--- src/include/otpc_regs.vh ---
`ifndef OTPC_REGS_VH
`define OTPC_REGS_VH

// ****************************************************************
// Clock and timing figures
// ****************************************************************
`define OTPC_CLK_NS 20
// Program pulse width in ns, legal window 20 us to 100 us
`define OTPC_PULSE_NS 20000
// Supply ramp settling time in ns before the pins are used
`define OTPC_SETTLE_NS 2000
// Worst read access time of the part in ns
`define OTPC_ACCESS_NS 90
// Least time in ns with all strobes idle between pulse and verify
`define OTPC_RECOV_NS 40
// Cycle counts, least times rounded up
`define OTPC_CYC_UP(ns) (((ns) + `OTPC_CLK_NS - 1) / `OTPC_CLK_NS)
// Default retry limit for pulse-and-verify
`define OTPC_MAX_PULSES 25

// ****************************************************************
// Command opcodes
// ****************************************************************
`define OTPC_OP_READ 2'h0
`define OTPC_OP_PROG 2'h1
`define OTPC_OP_ID 2'h2
`define OTPC_OP_FINAL 2'h3

// ****************************************************************
// Supply selects, one code per level
// ****************************************************************
`define OTPC_VCC_NOM 2'h0
`define OTPC_VCC_PROG 2'h1
`define OTPC_VCC_VFY 2'h2
`define OTPC_VPP_READ 2'h0
`define OTPC_VPP_PROG 2'h1
`define OTPC_VPP_VFY 2'h2

// ****************************************************************
// Array shape and identification layout
// ****************************************************************
`define OTPC_ADDR_W 17
`define OTPC_DATA_W 8
`define OTPC_ID_BYTE_BIT 0
`define OTPC_ID_BANK_BIT 1

`endif

--- src/verilog/otpc_ctrl.v ---
`timescale 1ns/10ps
`include "otpc_regs.vh"
// What this block does
// RULE1: 17 address lines, 8 data lines per word
// RULE2: blank bits read one; programming clears only
// RULE3: program mode: VPP high, gate high, enables low
// RULE4: programmer drives all eight data lines together
// RULE5: program pulses last 20 to 100 us
// RULE6: verify after each pulse, retry to limit
// RULE7: loop each address with VCC at 6.25V
// RULE8: final whole-array readback at 5.25V supplies
// RULE9: per-device chip enable pulse selects programming
// RULE10: chip enable high with VPP inhibits programming
// RULE11: verify: gate, enable low, strobe high, VPP
// RULE12: identification needs 12V on select line
// RULE13: other address lines low during identification
// RULE14: bank high: byte select picks maker/device
// RULE15: identification bytes carry odd parity bit
// RULE16: bank low gives continuation code always
// RULE17: device drives only with enable and gate
// RULE18: chip enable high means standby, high-Z
// RULE19: enable selects device, gate gates data
// RULE20: enable low, gate high: lines are inputs
module otpc_ctrl #(
  parameter NDEV = 1,
  parameter DEVW = 1,
  parameter MAX_PULSES = `OTPC_MAX_PULSES,
  parameter PULSE_NS = `OTPC_PULSE_NS
) (
  input wire CLK_IN,
  input wire RESET_N_IN,
  // User command side
  input wire CMD_VALID_IN,
  input wire [1:0] CMD_OP_IN,
  input wire [`OTPC_ADDR_W-1:0] CMD_ADDR_IN,
  input wire [`OTPC_DATA_W-1:0] CMD_DATA_IN,
  input wire [DEVW-1:0] CMD_DEV_IN,
  output reg CMD_READY_OUT,
  output reg RESP_VALID_OUT,
  output reg [`OTPC_DATA_W-1:0] RESP_DATA_OUT,
  output reg [`OTPC_ADDR_W-1:0] RESP_ADDR_OUT,
  output reg RESP_ERROR_OUT,
  output reg RESP_LAST_OUT,
  // Device pins
  output reg [`OTPC_ADDR_W-1:0] ADDRESS_LINES_OUT,
  input wire [`OTPC_DATA_W-1:0] DATA_LINES_IN,
  output reg [`OTPC_DATA_W-1:0] DATA_LINES_OUT,
  output reg DATA_LINES_OE_OUT,
  output reg [NDEV-1:0] CHIP_EN_N_OUT,
  output reg OUT_GATE_N_OUT,
  output reg PROGRAM_STROBE_N_OUT,
  output reg ID_SELECT_HV_OUT,
  output reg [1:0] VCC_SEL_OUT,
  output reg [1:0] VPP_SEL_OUT
);
  // ****************************************************************
  // Constants
  // ****************************************************************
  // Integer forms first, then cut to the counter widths on purpose
  localparam integer PULSE_I = `OTPC_CYC_UP(PULSE_NS);
  localparam integer SETTLE_I = `OTPC_CYC_UP(`OTPC_SETTLE_NS);
  // Access time plus the two synchroniser stages
  localparam integer ACCESS_I = `OTPC_CYC_UP(`OTPC_ACCESS_NS) + 2;
  localparam integer RECOV_I = `OTPC_CYC_UP(`OTPC_RECOV_NS);
  localparam integer MAX_I = MAX_PULSES;
  localparam [15:0] PULSE_CYC = PULSE_I[15:0];
  localparam [15:0] SETTLE_CYC = SETTLE_I[15:0];
  localparam [15:0] ACCESS_CYC = ACCESS_I[15:0];
  localparam [15:0] RECOV_CYC = RECOV_I[15:0];
  localparam [7:0] MAX_P = MAX_I[7:0];

  localparam [2:0] S_IDLE = 3'h0; // Ready for a command
  localparam [2:0] S_SETTLE = 3'h1; // Supplies ramping up
  localparam [2:0] S_PULSE = 3'h2; // Program pulse on chip enable
  localparam [2:0] S_RECOV = 3'h3; // All strobes idle
  localparam [2:0] S_VFY = 3'h4; // Verify or plain read access
  localparam [2:0] S_DOWN = 3'h5; // Supplies ramping back

  // ****************************************************************
  // State
  // ****************************************************************
  reg [2:0] state_r; // Sequencer state
  reg [15:0] cnt_r; // Cycle counter within a state
  reg [7:0] pulses_r; // Pulses given to the current address
  reg [1:0] op_r; // Latched opcode
  reg [`OTPC_ADDR_W-1:0] last_r; // Last address of a final verify
  reg [`OTPC_DATA_W-1:0] wdata_r; // Byte to program
  reg [DEVW-1:0] dev_r; // Selected device
  wire [`OTPC_DATA_W-1:0] rd_sync; // Data pins after two flops

  otpc_sync #(.W(`OTPC_DATA_W)) u_sync (
    .CLK_IN(CLK_IN),
    .RESET_N_IN(RESET_N_IN),
    .D_IN(DATA_LINES_IN),
    .Q_OUT(rd_sync)
  );

  // Active-low enable vector with only the chosen device low
  function [NDEV-1:0] ce_sel;
    input [DEVW-1:0] dev;
    integer i;
    begin
      for (i = 0; i < NDEV; i = i + 1) begin
        ce_sel[i] = (dev != i[DEVW-1:0]);
      end
    end
  endfunction

  // Even weight on a maker or device byte (bank high) means a broken read
  function id_bad;
    input [`OTPC_DATA_W-1:0] b;
    begin
      id_bad = ~(^b); // RULE15
    end
  endfunction

  // ****************************************************************
  // Sequencer
  // ****************************************************************
  // One process keeps every pin output on a flip-flop
  always @(posedge CLK_IN or negedge RESET_N_IN) begin
    if (!RESET_N_IN) begin
      state_r <= S_IDLE;
      cnt_r <= 16'h0000;
      pulses_r <= 8'h00;
      op_r <= `OTPC_OP_READ;
      last_r <= {`OTPC_ADDR_W{1'b0}};
      wdata_r <= {`OTPC_DATA_W{1'b1}};
      dev_r <= {DEVW{1'b0}};
      CMD_READY_OUT <= 1'b0;
      RESP_VALID_OUT <= 1'b0;
      RESP_DATA_OUT <= {`OTPC_DATA_W{1'b0}};
      RESP_ADDR_OUT <= {`OTPC_ADDR_W{1'b0}};
      RESP_ERROR_OUT <= 1'b0;
      RESP_LAST_OUT <= 1'b0;
      ADDRESS_LINES_OUT <= {`OTPC_ADDR_W{1'b0}};
      DATA_LINES_OUT <= {`OTPC_DATA_W{1'b0}};
      DATA_LINES_OE_OUT <= 1'b0;
      CHIP_EN_N_OUT <= {NDEV{1'b1}};
      OUT_GATE_N_OUT <= 1'b1;
      PROGRAM_STROBE_N_OUT <= 1'b1;
      ID_SELECT_HV_OUT <= 1'b0;
      VCC_SEL_OUT <= `OTPC_VCC_NOM;
      VPP_SEL_OUT <= `OTPC_VPP_READ;
    end else begin
      RESP_VALID_OUT <= 1'b0;
      RESP_LAST_OUT <= 1'b0;
      cnt_r <= cnt_r + 16'h0001;
      case (state_r)
        S_IDLE: begin
          // Parts deselected so every data line is high-Z
          CHIP_EN_N_OUT <= {NDEV{1'b1}}; // RULE18
          CMD_READY_OUT <= 1'b1;
          cnt_r <= 16'h0000;
          if (CMD_VALID_IN && CMD_READY_OUT) begin
            CMD_READY_OUT <= 1'b0;
            op_r <= CMD_OP_IN;
            wdata_r <= CMD_DATA_IN;
            dev_r <= CMD_DEV_IN;
            last_r <= CMD_ADDR_IN;
            pulses_r <= 8'h00;
            state_r <= S_SETTLE;
            ADDRESS_LINES_OUT <= CMD_ADDR_IN; // RULE1
            case (CMD_OP_IN)
              `OTPC_OP_PROG: begin
                VCC_SEL_OUT <= `OTPC_VCC_PROG; // RULE7
                VPP_SEL_OUT <= `OTPC_VPP_PROG; // RULE3
              end
              `OTPC_OP_FINAL: begin
                VCC_SEL_OUT <= `OTPC_VCC_VFY; // RULE8
                VPP_SEL_OUT <= `OTPC_VPP_VFY; // RULE8
                ADDRESS_LINES_OUT <= {`OTPC_ADDR_W{1'b0}};
              end
              `OTPC_OP_ID: begin
                // Only byte select and bank may be high
                ADDRESS_LINES_OUT <= {`OTPC_ADDR_W{1'b0}}; // RULE13
                ADDRESS_LINES_OUT[`OTPC_ID_BYTE_BIT] <=
                  CMD_ADDR_IN[`OTPC_ID_BYTE_BIT]; // RULE14
                ADDRESS_LINES_OUT[`OTPC_ID_BANK_BIT] <=
                  CMD_ADDR_IN[`OTPC_ID_BANK_BIT]; // RULE16
                ID_SELECT_HV_OUT <= 1'b1; // RULE12
              end
              default: begin
                VCC_SEL_OUT <= `OTPC_VCC_NOM;
                VPP_SEL_OUT <= `OTPC_VPP_READ;
              end
            endcase
          end
        end
        S_SETTLE: begin
          // Wait out the supply ramp before touching strobes
          if (cnt_r == SETTLE_CYC - 16'h0001) begin
            cnt_r <= 16'h0000;
            if (op_r == `OTPC_OP_PROG) begin
              state_r <= S_PULSE;
              OUT_GATE_N_OUT <= 1'b1; // RULE20
              PROGRAM_STROBE_N_OUT <= 1'b0; // RULE9
              DATA_LINES_OUT <= wdata_r; // RULE4
              DATA_LINES_OE_OUT <= 1'b1; // RULE4
            end else begin
              state_r <= S_VFY;
              CHIP_EN_N_OUT <= ce_sel(dev_r); // RULE19
              OUT_GATE_N_OUT <= 1'b0; // RULE17
            end
          end
        end
        S_PULSE: begin
          // Only the selected part sees the low enable pulse;
          // the others sit inhibited with VPP applied
          CHIP_EN_N_OUT <= ce_sel(dev_r); // RULE9 RULE10
          // Enable falls at count 0 and rises at PULSE_CYC, so the pulse
          // lasts the full PULSE_CYC cycles and is never a cycle short
          if (cnt_r == PULSE_CYC) begin
            CHIP_EN_N_OUT <= {NDEV{1'b1}}; // RULE5
            pulses_r <= pulses_r + 8'h01;
            cnt_r <= 16'h0000;
            state_r <= S_RECOV;
          end
        end
        S_RECOV: begin
          // Drop our drivers before the part may drive back
          DATA_LINES_OE_OUT <= 1'b0;
          PROGRAM_STROBE_N_OUT <= 1'b1;
          if (cnt_r == RECOV_CYC - 16'h0001) begin
            cnt_r <= 16'h0000;
            state_r <= S_VFY;
            CHIP_EN_N_OUT <= ce_sel(dev_r); // RULE11
            OUT_GATE_N_OUT <= 1'b0; // RULE11
          end
        end
        S_VFY: begin
          if (cnt_r == ACCESS_CYC - 16'h0001) begin
            cnt_r <= 16'h0000;
            if (op_r == `OTPC_OP_PROG) begin
              if (rd_sync == wdata_r) begin
                // Byte took, stop pulsing this address
                RESP_VALID_OUT <= 1'b1; // RULE6
                RESP_ERROR_OUT <= 1'b0;
                RESP_LAST_OUT <= 1'b1;
                RESP_DATA_OUT <= rd_sync;
                RESP_ADDR_OUT <= ADDRESS_LINES_OUT;
                state_r <= S_DOWN;
              end else if (pulses_r >= MAX_P) begin
                // Retry limit hit, report failure
                RESP_VALID_OUT <= 1'b1; // RULE6
                RESP_ERROR_OUT <= 1'b1;
                RESP_LAST_OUT <= 1'b1;
                RESP_DATA_OUT <= rd_sync;
                RESP_ADDR_OUT <= ADDRESS_LINES_OUT;
                state_r <= S_DOWN;
              end else begin
                // Park with every strobe idle before the next pulse; raising
                // our drivers on the edge that ends the read would fight the part
                state_r <= S_SETTLE; // RULE6
              end
              CHIP_EN_N_OUT <= {NDEV{1'b1}};
              OUT_GATE_N_OUT <= 1'b1;
            end else begin
              RESP_VALID_OUT <= 1'b1;
              RESP_DATA_OUT <= rd_sync;
              RESP_ADDR_OUT <= ADDRESS_LINES_OUT;
              RESP_ERROR_OUT <= (op_r == `OTPC_OP_ID) &&
                ADDRESS_LINES_OUT[`OTPC_ID_BANK_BIT] && id_bad(rd_sync);
              if (op_r == `OTPC_OP_FINAL && ADDRESS_LINES_OUT != last_r) begin
                // Walk the array, one byte per access time
                ADDRESS_LINES_OUT <= ADDRESS_LINES_OUT +
                  {{(`OTPC_ADDR_W-1){1'b0}}, 1'b1}; // RULE8
              end else begin
                RESP_LAST_OUT <= 1'b1;
                CHIP_EN_N_OUT <= {NDEV{1'b1}};
                OUT_GATE_N_OUT <= 1'b1;
                state_r <= S_DOWN;
              end
            end
          end
        end
        S_DOWN: begin
          // Return to read supplies and let them settle
          ID_SELECT_HV_OUT <= 1'b0;
          VCC_SEL_OUT <= `OTPC_VCC_NOM;
          VPP_SEL_OUT <= `OTPC_VPP_READ;
          DATA_LINES_OE_OUT <= 1'b0;
          PROGRAM_STROBE_N_OUT <= 1'b1;
          if (cnt_r == SETTLE_CYC - 16'h0001) begin
            cnt_r <= 16'h0000;
            state_r <= S_IDLE;
          end
        end
        default: begin
          state_r <= S_IDLE;
        end
      endcase
    end
  end
endmodule

--- src/verilog/otpc_sync.v ---
`timescale 1ns/10ps
// ****************************************************************
// Two-stage synchroniser for the data pins
// ****************************************************************
module otpc_sync #(
  parameter W = 8
) (
  input wire CLK_IN,
  input wire RESET_N_IN,
  input wire [W-1:0] D_IN,
  output reg [W-1:0] Q_OUT
);
  reg [W-1:0] meta_r; // First stage, read only by the second

  // Pins change with no relation to our clock
  always @(posedge CLK_IN or negedge RESET_N_IN) begin
    if (!RESET_N_IN) begin
      meta_r <= {W{1'b0}};
      Q_OUT <= {W{1'b0}};
    end else begin
      meta_r <= D_IN;
      Q_OUT <= meta_r;
    end
  end
endmodule
--- config.mk ---
export PLATFORM = sky130hd
export DESIGN_NAME = otpc_ctrl
export DESIGN_NICKNAME = d
export VERILOG_FILES = /design/src/verilog/otpc_ctrl.v /design/src/verilog/otpc_sync.v
export VERILOG_INCLUDE_DIRS = /design/src /design/src/include
export SDC_FILE = /design/constraint.sdc
export NUM_CORES = 1
export LEC_CHECK = 0
export BUFFER_PORTS_ARGS = -buffer_cell sky130_fd_sc_hd__buf_2
export CORE_ASPECT_RATIO = 0.75
export CORE_UTILIZATION = 25
export CTS_CLUSTER_SIZE = 25
export DETAILED_ROUTE_END_ITERATION = 16
export GPL_ROUTABILITY_DRIVEN = 0
export PLACE_DENSITY = 0.45
export SYNTH_ARGS = -nofsm -noshare
export SYNTH_HDL_FRONTEND = slang
export SYNTH_HIERARCHICAL = 1
export SYNTH_SLANG_ARGS = --single-unit
--- constraint.sdc ---
create_clock -name CLK_IN -period 2.35 [get_ports CLK_IN]
set_input_delay 0.47 -clock CLK_IN [delete_from_list [all_inputs] [get_ports CLK_IN]]
set_output_delay 0.47 -clock CLK_IN [all_outputs]
set_load 0.02 [all_outputs]
Word-level counts from Yosys, hierarchy flattened

Cells that the tools add are included.

Logic and storage cells: 153
Register bits: 132
Input port bits: 39

Muxes and demuxes: 69
Equality and inequality tests: 31
Bitwise gates (word level): 1
Add/subtract/negate cells: 3
Reduce and logical (&&, ||, !) cells: 25
$lt $le $gt $ge: 1

Operators by type and width:

| kind                                                                   | count |
|---|---|
| 17-bit two-way mux                                                     | 7 |
| 16-bit case mux with 5 select lines                                    | 1 |
| 17-bit case mux with 2 select lines                                    | 2 |
| 16-bit two-way mux                                                     | 4 |
| 8-bit two-way mux                                                      | 5 |
| 3-bit two-way mux                                                      | 11 |
| 1-bit two-way mux                                                      | 29 |
| 2-bit != test (second input constant)                                  | 11 |
| 3-bit case mux with 6 select lines                                     | 1 |
| 3-bit AND reduction                                                    | 6 |
| 17-bit by 1-bit adder with 17-bit output (second input constant)       | 1 |
| 17-bit != test                                                         | 1 |
| 16-bit by 1-bit adder with 16-bit output (second input constant)       | 1 |
| 16-bit by 1-bit == test with 1-bit output (second input constant)      | 1 |
| 16-bit by 10-bit == test with 1-bit output (second input constant)     | 1 |
| 16-bit by 3-bit == test with 1-bit output (second input constant)      | 1 |
| 16-bit by 7-bit == test with 1-bit output (second input constant)      | 1 |
| 8-bit case mux with 2 select lines                                     | 1 |
| 5-bit AND reduction                                                    | 2 |
| 8-bit by 1-bit adder with 8-bit output (second input constant)         | 1 |
| 2-bit == test (second input constant)                                  | 4 |
| 8-bit == test                                                          | 1 |
| 8-bit by 5-bit >= comparator with 1-bit output (second input constant) | 1 |
| 2-bit nonzero test                                                     | 4 |
| 23 further kinds                                                       | 32 |

Depth between registers and ports, before layout

Gate-level depths: netlist of run 1.

Depth in word-level cells: 6
Depth in mapped cells: 10
Mapped depth without buffers: 8

By module

Netlist of run 1, hierarchy kept.

Modules (own cells, without submodules):

| module    | instances | area an instance (µm²) | cells each |
|---|---|---|---|
| otpc_ctrl | 1         | 5906.9                 | 601 |
| otpc_sync | 1         | 400.4                  | 16 |

Least setup slack after synthesis of run 1

No wires, ideal clock.

Path kind: register to register
Start point: reg cnt_r[2]
End point: reg pulses_r[5]
Data arrival time: 2096 ps
Stages on the path, launching flop included: 7
Clock period less this slack: 2226 ps
Library setup time: 129 ps
Path slack: 124 ps
Buffers on the path: 0
Required time: 2221 ps
Cells stage by stage: dfrtp_1 > or4_4 > or4_4 > o21ai_4 > nor3b_2 > xnor2_1 > nor2_2

Cells in the longest elaborated chain, start to end: 3

RTL lines:

| element                                    | line            | source |
|---|---|---|
| from (decl)                                | otpc_ctrl.v:83  | `reg [15:0] cnt_r;` |
| from (signal assigned)                     | otpc_ctrl.v:148 | `cnt_r <= cnt_r + 16'h0001;` |
| 16-bit by 10-bit == test with 1-bit output | otpc_ctrl.v:213 | `if (cnt_r == PULSE_CYC) begin` |
| 2-bit != test (no source line)             | n/a             |  |
| 3-bit AND reduction (no source line)       | n/a             |  |
| to (signal assigned)                       | otpc_ctrl.v:215 | `pulses_r <= pulses_r + 8'h01;` |
| to (decl)                                  | otpc_ctrl.v:84  | `reg [7:0] pulses_r;` |

No other way between the ends.
A chain may end at the register's enable or synchronous reset.

Final worst setup path of run 1

Start point: reg cnt_r[11]
End point: reg pulses_r[5]

The elaborated chain is that of the path after synthesis.

==> summary.txt, run 1 <==
min setup slack post-route -> 50.8 ps
share of cells above drive strength 1 -> 0.341
antenna violations before repair -> 0
pwr dens -> 1290 nW/um2
register area share after synthesis -> 0.526
wirelength, routed -> 18,100 um
Placed Area -> 7700 um2
Static Leak -> 3.97 nW
Reg area -> 3320 um2
CP Cell Sequence -> or4_4 -> or4_4 -> o21ai_4 -> nor3b_2 -> xnor2_1 -> nor2_2
grt total ovfl -> 0
DP Wirelength -> 13,300 um
Mean Syn Cell Area -> 10.2 um2
# placed instances -> 1,085
Peak VDD IR -> 631 uV
overall global routing resource usage -> 0.150
slowest stage delay, CP -> 590 ps
Clock Latency Late Sink -> 420 ps
worst hold path class -> primary input to register
clock buffer count from CTS -> 17
RSZ-0062 raised after global routing -> true
synth warn -> 6
Slew Limit Fails -> 0
DRT iter0 DRCs -> 285
CTS tree -> done
Crit path required time -> 2650 ps
Netlist cell types -> 60
largest net degree at the start of global routing -> 57
final-report setup violation count -> 0
Max Freq -> 435 MHz
remaining antenna violation count -> 0
Max-slew headroom -> 0.581
Worst-Margin Slew -> 627 ps
crit-path max FO -> 6
First-pass DRT Iterations -> 5
FF+latch count, synth -> 132
Worst Path Arrival -> 2600 ps
antenna diode count -> 0
Design Area, Final -> 8380 um2
routed vias -> 5,099
fin crit share -> 0.978
synth-to-layout area growth -> 32.8%
Die Y-Extent -> 140 um
first-pass GRT wire length -> 28,900 um
WS Path Type -> register to register
CTS Sinks -> 132
DR vias/cell -> 4.56
syn nets -> 664
Power, Total -> 10.8 mW
dpl ws -> 11.2 ps
Setup crit start kind -> register
die width -> 185 um
fillcell total -> 2,524
CORE AREA -> 24,300 um2
row count -> 49
Clock Skews -> 12.9 ps
slowest CP cell -> or4_4
clock slew at reported path FFs -> 60 ps
number of global-route vias before repair -> 4,956
Final Hold Viols -> 0
Main synth FF type -> dfrtp_1
status -> complete, no violations
Syn Inst Count -> 617
Mapped Area -> 6310 um2
Post-synth ARST share -> 1.00
DR DRC count -> 0
EDFF count, synth -> 0
CTS root buf -> clkbuf_16
non-filler instance count after layout -> 1,119
Final Net Count -> 823
I/O pin total -> 102
depth of the CTS H-tree -> 4
crit path buf inv count -> 0
# port buffers -> 101
multi-input logic area -> 2860 um2
CP endpoint kind -> register
most repeated library cell on the critical path -> or4_4
Routed WL per cell -> 16.1 um
Die ar. -> 25,900 um2
CTS max path bufs -> 2
Initial Util -> 0.259
Max-cap violations -> 0
final worst path period need -> 2300 ps
CP delay by family, top -> simple AND/OR/NAND/NOR gates
[logic make-up (layout without fill, tap and decap cells)]
| group | Yosys count | in the layout | share of synthesized area |
|---|---|---|---|
| multiplexers | 36 | 36 | 0.0643 |
| XOR/XNOR | 53 | 53 | 0.0736 |
| adder cells (fa/ha/maj) | 8 | 8 | 0.0159 |
| buffers and inverters | 44 | 215 | 0.0302 |
| AND/OR/NAND/NOR | 253 | 253 | 0.193 |
| AO/OA/AOI/OAI | 91 | 91 | 0.0976 |
| flip-flops | 132 | 132 | 0.526 |
[Yosys cell counts, types with 2 or more instances]
| master | number | area (um2) |
|---|---|---|
| dfrtp_1 | 121 | 3030 |
| nand2_1 | 105 | 394 |
| nor2_1 | 51 | 191 |
| xnor2_1 | 39 | 342 |
| mux2_2 | 34 | 383 |
| a21oi_1 | 28 | 140 |
| nand3_1 | 27 | 135 |
| clkbuf_1 | 20 | 75.1 |
| nand4_1 | 16 | 100 |
| a31oi_1 | 14 | 87.6 |
| xor2_1 | 14 | 123 |
| dfstp_2 | 11 | 289 |
| inv_1 | 11 | 41.3 |
| o21ai_0 | 10 | 50.1 |
| nor2b_1 | 9 | 56.3 |
| ha_1 | 8 | 100 |
| and3_1 | 7 | 43.8 |
| nor3_1 | 7 | 35.0 |
| buf_2 | 5 | 25.0 |
| a221oi_1 | 4 | 35.0 |
| a2bb2oi_1 | 4 | 35.0 |
| buf_1 | 4 | 15.0 |
| nor4_1 | 4 | 25.0 |
| o211ai_1 | 4 | 30.0 |
| o21ai_1 | 4 | 20.0 |
| and2_1 | 3 | 18.8 |
| and4_1 | 3 | 26.3 |
| buf_4 | 3 | 22.5 |
| nand2b_1 | 3 | 18.8 |
| o21bai_1 | 3 | 22.5 |
| o31ai_1 | 3 | 22.5 |
| or4_4 | 3 | 33.8 |
| a32o_1 | 2 | 20.0 |
| a41oi_1 | 2 | 17.5 |
| mux2_1 | 2 | 22.5 |
| nor4_2 | 2 | 25.0 |
| o22a_1 | 2 | 17.5 |
| or3_1 | 2 | 12.5 |
| or4_1 | 2 | 15.0 |
[cell usage in the layout (no fill, tap or decap), types with 10 or more instances in the layout]
cell type / count
buf_2: 100
nor2_1: 50
nand2_1: 105
a21oi_1: 28
dfrtp_1: 120
clkbuf_16: 17
dfstp_2: 11
nand4_1: 16
a31oi_1: 14
o21ai_0: 10
xor2_1: 14
buf_4: 65
xnor2_1: 39
nand3_1: 26
mux2_2: 34
inv_1: 11
[per-stage QoR]
step	hold WS [ps]	TNS, ps	utilization
3_5_place_dp	336	0	0.316
2_1_floorplan	174	0	-
4_1_cts	124	0	0.342
3_3_place_gp	333	-15.0	0.316
6_report	154	0	0.344
5_1_grt	123	-22.8	0.344
[final cells by class]
class	count	area share
Clock buffer	22	0.0542
Inverter	11	0.00493
Multi-Input combinational cell	441	0.342
Tap cell	331	0.0494
Timing Repair Buffer	173	0.135
Clock inverter	9	0.0187
Sequential cell	132	0.396
[power breakdown]
group	total, mW	internal [mW]	switching, mW	leakage (nW)
clock network	2.81	1.80	1.01	0.298
registers	3.47	3.00	0.469	1.68
logic	4.54	1.93	2.61	1.99
total	10.8	6.73	4.09	3.97
[sequential cells by signal (all words and copies together), names as in the netlist, 3 cells and up]
| signal | flops |
|---|---|
| ADDRESS_LINES_OUT | 17 |
| RESP_ADDR_OUT | 17 |
| last_r | 17 |
| cnt_r | 16 |
| DATA_LINES_OUT | 8 |
| RESP_DATA_OUT | 8 |
| pulses_r | 8 |
| u_sync/Q_OUT | 8 |
| u_sync/meta_r | 8 |
| wdata_r | 8 |
| state_r | 3 |
[worst paths after layout]
kind / start / cells after the start / slack [ps] / end
setup reg to reg: cnt_r[11] / 6 / 50 / pulses_r[5]
hold / removal: DATA_LINES_IN[6] / 1 / 150 / u_sync/meta_r[6]
min in group asynchronous: RESET_N_IN / 2 / 520 / DATA_LINES_OUT[2]
hold reg to reg: u_sync/meta_r[2] / 0 / 350 / u_sync/Q_OUT[2]
max in group asynchronous: RESET_N_IN / 3 / 1080 / wdata_r[1]
setup / recovery: cnt_r[11] / 6 / 50 / pulses_r[5]
[repair_timing]
action / CTS / global route
setup buffers: 0 / 2
hold buffers: 1 / 0
endpoints found under the setup margin: 0 / 44
endpoints found under the hold margin: 31 / 0
gates resized for setup: 0 / 8
[routing by layer]
metal / vias to the layer above / global-route usage / share of wire
met5: - / 0 / 0
met4: 0 / 0.0365 / 0.0072
met3: 12 / 0.0445 / 0.053
met2: 123 / 0.207 / 0.42
met1: 2495 / 0.225 / 0.52
li1: 2469 / - / -
No activity file was read; power rests on OpenSTA's default activity.
==> run 2: changes to the inputs <==
--- a/config.mk
+++ b/config.mk
@@ -12,7 +12,6 @@
 export CTS_CLUSTER_SIZE = 25
 export DETAILED_ROUTE_END_ITERATION = 16
 export GPL_ROUTABILITY_DRIVEN = 0
-export PLACE_DENSITY = 0.45
 export SYNTH_ARGS = -nofsm -noshare
 export SYNTH_HDL_FRONTEND = slang
 export SYNTH_HIERARCHICAL = 1
==> constraint.sdc (replaced) <==
create_clock -name CLK_IN -period 2.96 [get_ports CLK_IN]
set_input_delay 0.592 -clock CLK_IN [delete_from_list [all_inputs] [get_ports CLK_IN]]
set_output_delay 0.592 -clock CLK_IN [all_outputs]
set_load 0.02 [all_outputs]
==> summary.txt, run 2 (synthesis results as in run 1) <==
CTS max path bufs -> 2
Worst Path Arrival -> 2750 ps
row count -> 49
Max-slew headroom -> 0.672
# placed instances -> 1,037
CP endpoint kind -> register
pwr dens -> 1020 nW/um2
dpl ws -> 496 ps
sequential share of power -> 0.370
WS Path Type -> register to register
CTS hold repair buffers -> 0
Die ar. -> 25,900 um2
worst hold path class -> primary input to async pin
Routed WL per cell -> 15.9 um
fillcell total -> 2,559
Die Y-Extent -> 140 um
Clock Latency Late Sink -> 420 ps
wirelength, routed -> 17,000 um
Final Net Count -> 772
Max-cap violations -> 0
final worst path period need -> 2440 ps
routed vias -> 4,981
share of cells above drive strength 1 -> 0.294
hold_ws -> 94.8 ps
Largest regs -> ADDRESS_LINES_OUT: 17 flops, RESP_ADDR_OUT: 17 flops, last_r: 17 flops
DRT iter0 DRCs -> 396
min setup slack post-route -> 519 ps
Int Power -> 4.77 mW
Clk pwr share -> 0.256
largest net degree at the start of global routing -> 55
first-pass GRT wire length -> 27,000 um
DR vias/cell -> 4.66
clock slew at reported path FFs -> 70 ps
Reg area -> 3320 um2
Initial Util -> 0.259
Max Freq -> 410 MHz
CTS Sinks -> 132
CTS tree -> done
Clock Skews -> 12.4 ps
number of global-route vias before repair -> 4,818
CORE AREA -> 24,300 um2
Peak VDD IR -> 612 uV
die width -> 185 um
Crit path required time -> 3270 ps
grt total ovfl -> 0
Power, Total -> 8.01 mW
Static Leak -> 3.66 nW
Worst-Margin Slew -> 488 ps
switching share of power -> 0.404
fin crit share -> 0.825
DR DRC count -> 0
antenna violations before repair -> 0
antenna diode count -> 0
CTS root buf -> clkbuf_16
multi-input logic area -> 2820 um2
DP Wirelength -> 12,300 um
post_cts resized -> 0
Setup Buffers After CTS -> 0
crit-path max FO -> 17
status -> complete, no violations
I/O pin total -> 102
Comb pwr share -> 0.373
Slew Limit Fails -> 0
synth-to-layout area growth -> 24.4%
clock buffer count from CTS -> 17
First-pass DRT Iterations -> 5
depth of the CTS H-tree -> 4
non-filler instance count after layout -> 1,069
Fin Setup TNS -> 0 ps
remaining antenna violation count -> 0
Setup crit start kind -> register
commonest non-fill, non-tap cell in the layout -> dfrtp_1
switching power of the nets -> 3.24 mW
overall global routing resource usage -> 0.138
final-report setup violation count -> 0
Final Hold Viols -> 0
RSZ-0062 raised after global routing -> false
most frequent cells in the layout -> dfrtp_1, nand2_1, buf_2
# port buffers -> 101
==> run 2: cell count changes in the layout (fill, tap and decap cells not counted), moves of 2 or more <==
cell        before  now
buf_12           6    1
inv_6            0    6
buf_4           65   20
clkinvlp_4       0    3
bufinv_16        4    1
nor4_2           4    2
clkbuf_1         4    0
nor4_1           1    4
==> run 2: critical path: stages (launching register included) <==
cell and delay, ps:
dfrtp_1 480, xnor2_1 300, nand4_1 130, nor4_1 340, buf_4 190, a21bo_2 360, nand2_2 230, a221oi_1 310
==> run 2: path summary, 6_finish.rpt <==
| check | from | end | slack, ps | cells past startpoint |
|---|---|---|---|---|
| max reg2reg | ADDRESS_LINES_OUT[10] | ADDRESS_LINES_OUT[5] | 520 | 7 |
| min reg2reg | u_sync/meta_r[3] | u_sync/Q_OUT[3] | 350 | 0 |
| min in group CLK_IN | DATA_LINES_IN[1] | u_sync/meta_r[1] | 270 | 1 |
| max in group asynchronous | RESET_N_IN | wdata_r[5] | 2010 | 2 |
| max | ADDRESS_LINES_OUT[10] | ADDRESS_LINES_OUT[5] | 520 | 7 |
| min | RESET_N_IN | RESP_ADDR_OUT[5] | 90 | 1 |
==> run 2: cell type report <==
| cell class | count | area share |
|---|---|---|
| Inverter | 11 | 0.00526 |
| Clock inverter | 15 | 0.0183 |
| Multi-Input combinational cell | 441 | 0.360 |
| Timing Repair Buffer | 122 | 0.0869 |
| Clock buffer | 17 | 0.0542 |
| Tap cell | 331 | 0.0528 |
| Sequential cell | 132 | 0.423 |
==> run 2: metrics by stage <==
| step | util | instance area [um2] |
|---|---|---|
| CTS | 0.322 | 7840 |
| detailed placement | 0.299 | 7270 |
| finish | 0.322 | 7840 |
| global route | 0.322 | 7840 |
| floorplan | - | 6310 |
| global placement | 0.299 | 7270 |
==> run 2: power by group through the flow <==
| stage | clock (mW) | sequential (mW) | combinational [mW] |
|---|---|---|---|
| floorplan | 0 | 3.13 | 1.79 |
| global placement | 0 | 2.98 | 2.97 |
| detailed placement | 0 | 2.99 | 3.00 |
| CTS | 2.11 | 2.96 | 3.01 |
| global route | 2.19 | 3.05 | 3.29 |
| finish | 2.05 | 2.96 | 2.99 |
==> run 2: layer usage <==
layer,track usage,up-vias,wire length (um),share of wire
met1,0.201,2463,8670,0.51
met3,0.0395,15,887,0.052
met5,0,-,0,0
li1,-,2369,-,-
met4,0.0452,0,233,0.014
met2,0.193,134,7210,0.42
